===== src/hdl/irq_agg_pkg.sv =====
package irq_agg_pkg;

  localparam int DATA_W = 32;
  localparam int ADDR_W = 12;
  localparam int BYTE_W = 8;
  localparam int PIN_N = 16;
  localparam int IDX_W = 10;

  // Register indices; byte address is four times the index
  localparam logic [IDX_W-1:0] IDX_VEC0_ENABLE = 10'h030;
  localparam logic [IDX_W-1:0] IDX_VEC1_ENABLE = 10'h031;
  localparam logic [IDX_W-1:0] IDX_VEC2_ENABLE = 10'h032;
  localparam logic [IDX_W-1:0] IDX_VEC3_PIN_ENABLE_HIGH = 10'h033;
  localparam logic [IDX_W-1:0] IDX_VEC3_PIN_ENABLE_LOW = 10'h034;
  localparam logic [IDX_W-1:0] IDX_VEC0_EVENT_FLAGS = 10'h035;
  localparam logic [IDX_W-1:0] IDX_VEC1_EVENT_FLAGS = 10'h036;
  localparam logic [IDX_W-1:0] IDX_VEC2_EVENT_FLAGS = 10'h037;
  localparam logic [IDX_W-1:0] IDX_VEC3_PIN_FLAGS_HIGH = 10'h038;
  localparam logic [IDX_W-1:0] IDX_VEC3_PIN_FLAGS_LOW = 10'h039;
  localparam logic [IDX_W-1:0] IDX_PIN_FLAG_CLEAR_HIGH = 10'h044;
  localparam logic [IDX_W-1:0] IDX_PIN_FLAG_CLEAR_LOW = 10'h045;

  localparam logic [BYTE_W-1:0] RESET_BYTE = 8'h00;
  localparam logic [PIN_N-1:0] RESET_PINS = 16'h0000;

  // Source bit positions, shared by the vector 0-2 enable bytes and the event flag bytes
  localparam int BIT_SPI = 7;
  localparam int BIT_TWO_WIRE = 6;
  localparam int BIT_ADC = 5;
  localparam int BIT_COMPARATOR = 4;
  localparam int BIT_LOW_VOLTAGE = 3;
  localparam int BIT_WATCH_TIMER = 2;
  localparam int BIT_ENHANCED_TIMER = 1;
  localparam int BIT_INPUT_TOGGLE = 0;

  typedef struct packed {
    logic spi_event;
    logic two_wire_event;
    logic adc_event;
    logic analog_comparator_event;
    logic low_voltage_detect_event;
    logic watch_timer_event;
    logic enhanced_timer_event;
    logic input_toggle_event;
  } src_flags_t;

  typedef struct packed {
    logic [ADDR_W-1:0] paddr;
    logic pwrite;
    logic [DATA_W-1:0] pwdata;
  } apb_req_t;

  typedef enum logic [1:0] {
    APB_IDLE = 2'b00,
    APB_ARMED = 2'b01
  } apb_state_t;

endpackage


===== src/hdl/shared_interrupt_flag_aggregator.sv =====
// The implementer's own choice: the APB slave port.
`timescale 1ns/10ps
module shared_interrupt_flag_aggregator
  import irq_agg_pkg::*;
(
  input wire logic sys_clk,
  input wire logic rstn,
  input wire logic ce,
  input wire logic psel,
  input wire logic penable,
  input wire logic pwrite,
  input wire logic [ADDR_W-1:0] paddr,
  input wire logic [DATA_W-1:0] pwdata,
  output logic [DATA_W-1:0] prdata,
  output logic pready,
  output logic pslverr,
  input wire src_flags_t src_event,
  input wire src_flags_t periph_clear,
  input wire logic adc_conv_done,
  input wire logic [PIN_N-1:0] pin_event,
  output logic ext_vector_zero,
  output logic ext_vector_one,
  output logic ext_vector_two,
  output logic ext_vector_three
);

  apb_req_t req;
  apb_state_t apb_state_reg;
  logic [IDX_W-1:0] req_idx;
  logic req_aligned;
  logic req_mapped;
  logic wr_fire;
  logic [DATA_W-1:0] rd_data;
  logic [BYTE_W-1:0] vec_enable_reg [3];
  logic [PIN_N-1:0] pin_enable_reg;
  src_flags_t src_flags_reg;
  src_flags_t src_clear;
  logic [PIN_N-1:0] pin_flags_reg;
  logic [PIN_N-1:0] pin_clear;
  logic [DATA_W-1:0] prdata_reg;
  logic pslverr_reg;
  logic [3:0] vector_reg;

  assign req = '{paddr: paddr, pwrite: pwrite, pwdata: pwdata};
  assign req_idx = req.paddr[ADDR_W-1:2];
  assign req_aligned = (req.paddr[1:0] == 2'b00);

  always_comb begin
    rd_data = '0;
    req_mapped = req_aligned;
    unique case (req_idx)
      IDX_VEC0_ENABLE: rd_data[BYTE_W-1:0] = vec_enable_reg[0];
      IDX_VEC1_ENABLE: rd_data[BYTE_W-1:0] = vec_enable_reg[1];
      IDX_VEC2_ENABLE: rd_data[BYTE_W-1:0] = vec_enable_reg[2];
      IDX_VEC3_PIN_ENABLE_HIGH: rd_data[BYTE_W-1:0] = pin_enable_reg[15:8];
      IDX_VEC3_PIN_ENABLE_LOW: rd_data[BYTE_W-1:0] = pin_enable_reg[7:0];
      IDX_VEC0_EVENT_FLAGS: rd_data[BYTE_W-1:0] = src_flags_reg;
      IDX_VEC1_EVENT_FLAGS: rd_data[BYTE_W-1:0] = src_flags_reg;
      IDX_VEC2_EVENT_FLAGS: rd_data[BYTE_W-1:0] = src_flags_reg;
      IDX_VEC3_PIN_FLAGS_HIGH: rd_data[BYTE_W-1:0] = pin_flags_reg[15:8];
      IDX_VEC3_PIN_FLAGS_LOW: rd_data[BYTE_W-1:0] = pin_flags_reg[7:0];
      IDX_PIN_FLAG_CLEAR_HIGH: rd_data = '0;
      IDX_PIN_FLAG_CLEAR_LOW: rd_data = '0;
      default: req_mapped = 1'b0;
    endcase
  end

  // Read data is captured in the setup cycle so prdata comes from a flop;
  // no wait state is added, as pready is high in the first access cycle.
  always_ff @(posedge sys_clk) begin
    if (!rstn) begin
      apb_state_reg <= APB_IDLE;
    end else if (ce) begin
      unique case (apb_state_reg)
        APB_IDLE: if (psel && !penable) apb_state_reg <= APB_ARMED;
        APB_ARMED: if (psel && penable) apb_state_reg <= APB_IDLE;
        default: apb_state_reg <= APB_IDLE;
      endcase
    end
  end

  always_ff @(posedge sys_clk) begin
    if (!rstn) begin
      prdata_reg <= '0;
      pslverr_reg <= 1'b0;
    end else if (ce && psel && !penable) begin
      prdata_reg <= rd_data;
      pslverr_reg <= !req_mapped;
    end
  end

  assign pready = ce && psel && penable && (apb_state_reg == APB_ARMED);
  assign prdata = prdata_reg;
  assign pslverr = pslverr_reg && pready;
  assign wr_fire = pready && req.pwrite && req_mapped;

  genvar v;
  generate
    for (v = 0; v < 3; v++) begin : g_vec_enable
      always_ff @(posedge sys_clk) begin
        if (!rstn) begin
          vec_enable_reg[v] <= RESET_BYTE;
        end else if (ce && wr_fire && req_idx == IDX_VEC0_ENABLE + IDX_W'(v)) begin
          vec_enable_reg[v] <= req.pwdata[BYTE_W-1:0];
        end
      end
    end
  endgenerate

  always_ff @(posedge sys_clk) begin
    if (!rstn) begin
      pin_enable_reg <= RESET_PINS;
    end else if (ce && wr_fire) begin
      if (req_idx == IDX_VEC3_PIN_ENABLE_HIGH) pin_enable_reg[15:8] <= req.pwdata[BYTE_W-1:0];
      if (req_idx == IDX_VEC3_PIN_ENABLE_LOW) pin_enable_reg[7:0] <= req.pwdata[BYTE_W-1:0];
    end
  end

  // ADC flag has no software clear; conversion completion clears it
  always_comb begin
    src_clear = periph_clear;
    src_clear.adc_event = periph_clear.adc_event || adc_conv_done;
  end

  // Set wins over clear so an event in the clearing cycle survives
  always_ff @(posedge sys_clk) begin
    if (!rstn) begin
      src_flags_reg <= RESET_BYTE;
    end else if (ce) begin
      src_flags_reg <= src_event | (src_flags_reg & ~src_clear);
    end
  end

  always_comb begin
    pin_clear = '0;
    if (wr_fire && req_idx == IDX_PIN_FLAG_CLEAR_HIGH) pin_clear[15:8] = req.pwdata[BYTE_W-1:0];
    if (wr_fire && req_idx == IDX_PIN_FLAG_CLEAR_LOW) pin_clear[7:0] = req.pwdata[BYTE_W-1:0];
  end

  always_ff @(posedge sys_clk) begin
    if (!rstn) begin
      pin_flags_reg <= RESET_PINS;
    end else if (ce) begin
      pin_flags_reg <= pin_event | (pin_flags_reg & ~pin_clear);
    end
  end

  always_ff @(posedge sys_clk) begin
    if (!rstn) begin
      vector_reg <= 4'h0;
    end else if (ce) begin
      vector_reg[0] <= |(src_flags_reg & vec_enable_reg[0]);
      vector_reg[1] <= |(src_flags_reg & vec_enable_reg[1]);
      vector_reg[2] <= |(src_flags_reg & vec_enable_reg[2]);
      vector_reg[3] <= |(pin_flags_reg & pin_enable_reg);
    end
  end

  assign ext_vector_zero = vector_reg[0];
  assign ext_vector_one = vector_reg[1];
  assign ext_vector_two = vector_reg[2];
  assign ext_vector_three = vector_reg[3];
endmodule


===== config.mk =====
export PLATFORM = sky130hd
export DESIGN_NAME = shared_interrupt_flag_aggregator
export DESIGN_NICKNAME = d
export VERILOG_FILES = /design/src/hdl/irq_agg_pkg.sv /design/src/hdl/shared_interrupt_flag_aggregator.sv
export SDC_FILE = /design/constraint.sdc
export NUM_CORES = 1
export LEC_CHECK = 0
export ABC_AREA = 1
export BUFFER_PORTS_ARGS = -buffer_cell sky130_fd_sc_hd__buf_2
export CAP_MARGIN = 20
export CORE_ASPECT_RATIO = 0.9
export CORE_MARGIN = 3
export CORE_UTILIZATION = 45
export DETAILED_ROUTE_END_ITERATION = 8
export GPL_TIMING_DRIVEN = 0
export HOLD_SLACK_MARGIN = 0.08
export PLACE_DENSITY = 0.7
export REMOVE_ABC_BUFFERS = 1
export SLEW_MARGIN = 20
export SYNTH_ARGS = -nofsm -noshare
export SYNTH_HDL_FRONTEND = slang
export SYNTH_SLANG_ARGS = --single-unit

===== constraint.sdc =====
create_clock -name sys_clk -period 6.15 [get_ports sys_clk]
set_clock_uncertainty 0.1 [all_clocks]
set_input_delay 1.23 -clock sys_clk [delete_from_list [all_inputs] [get_ports sys_clk]]
set_output_delay 1.23 -clock sys_clk [all_outputs]
set_load 0.005 [all_outputs]

==> results.ini <==
[global_route]
gr-total-overflow = 0
grt_max_degree = 47
grt_pass1_vias = 3748
gr-usage-all-layers_pct = 23.7
grt_pass1_wl_um = 19400
antenna_found_initial = 0

[sta]
slew_headroom_pct = 31.7
rsz0062_at_grt = false
worstMarginPinSlew_ns = 1.01
clock.fmax_ghz = 0.216
maxSlewViolCount = 0
min_period_over_period_pct = 75.3
setup_violations = 0
layout_min_cycle_time_ns = 4.63
final_hold_viol_count = 0
setup_tns_ns = 0

[layout]
fillerInstances = 871
antennaDiodeCount = 0
largest_reg_flops = 24
nNetsFinal = 725
area_delta_synth_final_pct = 13.4
final_area_mm2 = 0.00477
layout-drive-gt1-share_pct = 18.9

[routing]
dr.pass1.iters = 7
top_layer = met4
first_iter_violations = 302
routed_wirelength_um = 12500
post-route-drc-count = 0
wl_met2_um = 5890
met3_length_um = 1020
met1_length_um = 5350
ant_nets = 0
via_count = 4107
vias_per_cell = 5.36
wl_per_cell_um = 16.3

[floorplanning]
io_pins = 121
num_rows = 32
die_area_mm2 = 0.0105
fp.dieH_um = 97.7
design.core.area_mm2 = 0.00885
start_util_pct = 47.5
fp.dieW_um = 108

[critical_path]
cp-start-kind = input pin
cp-end-kind = flip-flop
r2r_slack_ns = 3.28
arrival_ns = 4.52
r2r-end = vec_enable_reg[1][6]
reg2reg_depth = 5
path_class = in -> reg
worstPathRequired_ns = 6.04
worst_r2r_startpoint = apb_state_reg[0]
critPathMaxFanout = 20

[power_and_ir_drop]
powerDensity_mw_per_mm2 = 222
p_leak_nw = 2.13
vdd_ir_drop_max_v = 0.000108

[clock_network]
clk_pin_slew_ns = 0.08
ctsResizeCount = 0
postCtsHoldBufs = 0
clockRootBuffer = clkbuf_8
insertion_delay_ns = 0.36
cts_setup_buffers = 0
cts_buffers = 9
cts_max_level = 3
ctsLongestPathBuffers = 2
cts_tree = yes
clock_sinks = 78

[yosys]
syn_area_mm2 = 0.00421
syn_avg_cell_area_um2 = 7.30
yosysUniqueCellTypes = 36
yosysWarnings = 0
ys_seq_area_share_pct = 42.8
ys_ff_latch = 78
syn_inst = 576

[place]
port_buffers = 72
gp_congestion = 0.918
hpwl_um = 9540
post_dp_cell_area_mm2 = 0.00457

[run]
cap_violations = 0

[outcome]
outcome = finished clean

[min_path]
hold_depth = 2
min_path_type = reg -> reg
holdPathEnd = prdata[2]
hp-start = prdata[2]

## final cells by class
| cell class | instances | area, um2 | area share, % |
|---|---|---|---|
| multi-input combinational | 397 | 1920 | 40.2 |
| sequential | 78 | 1800 | 37.8 |
| timing repair buffer | 74 | 388 | 8.13 |
| inverter | 82 | 313 | 6.56 |
| tap | 119 | 149 | 3.12 |
| clock buffer | 11 | 141 | 2.97 |
| clock inverter | 5 | 57.6 | 1.21 |
## cells in the mapped netlist (all sizes together)
cell     count  share of area, %
a31oi        2              0.30
edfxtp      24                17
nor3         2              0.24
nand4       24               3.7
nor4         2              0.59
inv         80               7.1
dfxtp       54                26
a41oi        1              0.21
a221oi       5               1.0
clkinv       2              0.30
conb         1             0.089
clkbuf      11              0.98
nor3b        2              0.36
or2          1              0.15
o21ai       19               2.3
a21oi       57               7.5
o2111ai      3              0.62
nand3       19               3.2
o211ai       2              0.36
a22o         2              0.42
o22ai       19               2.8
nand3b       1              0.27
nand2      160                14
buf         31               5.3
nor2        52               4.9
## logic make-up after synthesis
group	count (synthesis)	share of synthesized area [%]
AOI/OAI and AO/OA	110	15.5
buffers and inverters	124	13.7
DFF	78	42.8
other	1	0.0891
and+or+nand+nor	263	27.8
## through the flow
step	utilization (%)	power [mW]	setup WS (ns)	instances	hold WS [ns]
detailed placement	51.6	0.672	1.19	750	0.354
finish	53.9	1.06	1.52	766	0.366
global route	53.9	1.09	1.28	766	0.383
floorplan	-	0.617	1.95	557	0.339
CTS	53.9	1.06	1.57	766	0.367
global placement	51.3	0.668	0.182	748	0.350
## metal layers
layer  up-vias  GRT usage (%)
li1       1981              -
met1      1910           32.4
met2       195           38.0
met3        21           4.98
met4         0           6.70
met5         -              0
## where the power goes
part	switching [mW]	leakage, nW	internal [mW]	total, mW
Sequential	0.0151	0.688	0.547	0.563
Combinational	0.0651	1.35	0.0339	0.0990
Clock	0.197	0.0936	0.199	0.395
Total	0.277	2.13	0.780	1.06
## critical path, cell delays in order
cell	delay [ns]
buf_2	0.14
nor2_2	0.54
nand3_1	0.40
nand2_1	0.17
inv_1	0.05
nand2_1	0.05
nor2_1	0.04
nor2_2	0.73
nand2_1	0.28
o21ai_0	0.88
## cell usage in the layout (no fill, tap or decap), drive strengths merged, types with 2 or more instances in the layout
cell | netlist | layout
nor3b | 2 | 2
o211ai | 2 | 2
inv | 80 | 81
conb | 1 | 24
edfxtp | 24 | 24
o22ai | 19 | 19
buf | 31 | 74
nor3 | 2 | 2
nand4 | 24 | 24
clkbuf | 11 | 11
a21oi | 57 | 57
nor2 | 52 | 52
a22o | 2 | 2
nand2 | 160 | 160
clkinv | 2 | 3
o2111ai | 3 | 3
dfxtp | 54 | 54
o21ai | 19 | 19
nor4 | 2 | 2
a31oi | 2 | 2
nand3 | 19 | 19
a221oi | 5 | 5
clkinvlp | 0 | 2
## worst max path at each step
stage          startpoint              endpoint  slack, ns  cells after the start
2_1_floorplan        psel  vec_enable_reg[0][0]       1.95                      4
3_3_place_gp           ce  vec_enable_reg[0][6]       0.18                      5
3_5_place_dp     paddr[3]  vec_enable_reg[2][3]       1.19                     10
4_1_cts          paddr[3]  vec_enable_reg[2][5]       1.57                     10
5_1_grt          paddr[3]  vec_enable_reg[1][6]       1.28                     10
6_report         paddr[3]  vec_enable_reg[1][6]       1.52                     10
Power figures use the tool's default switching activity.
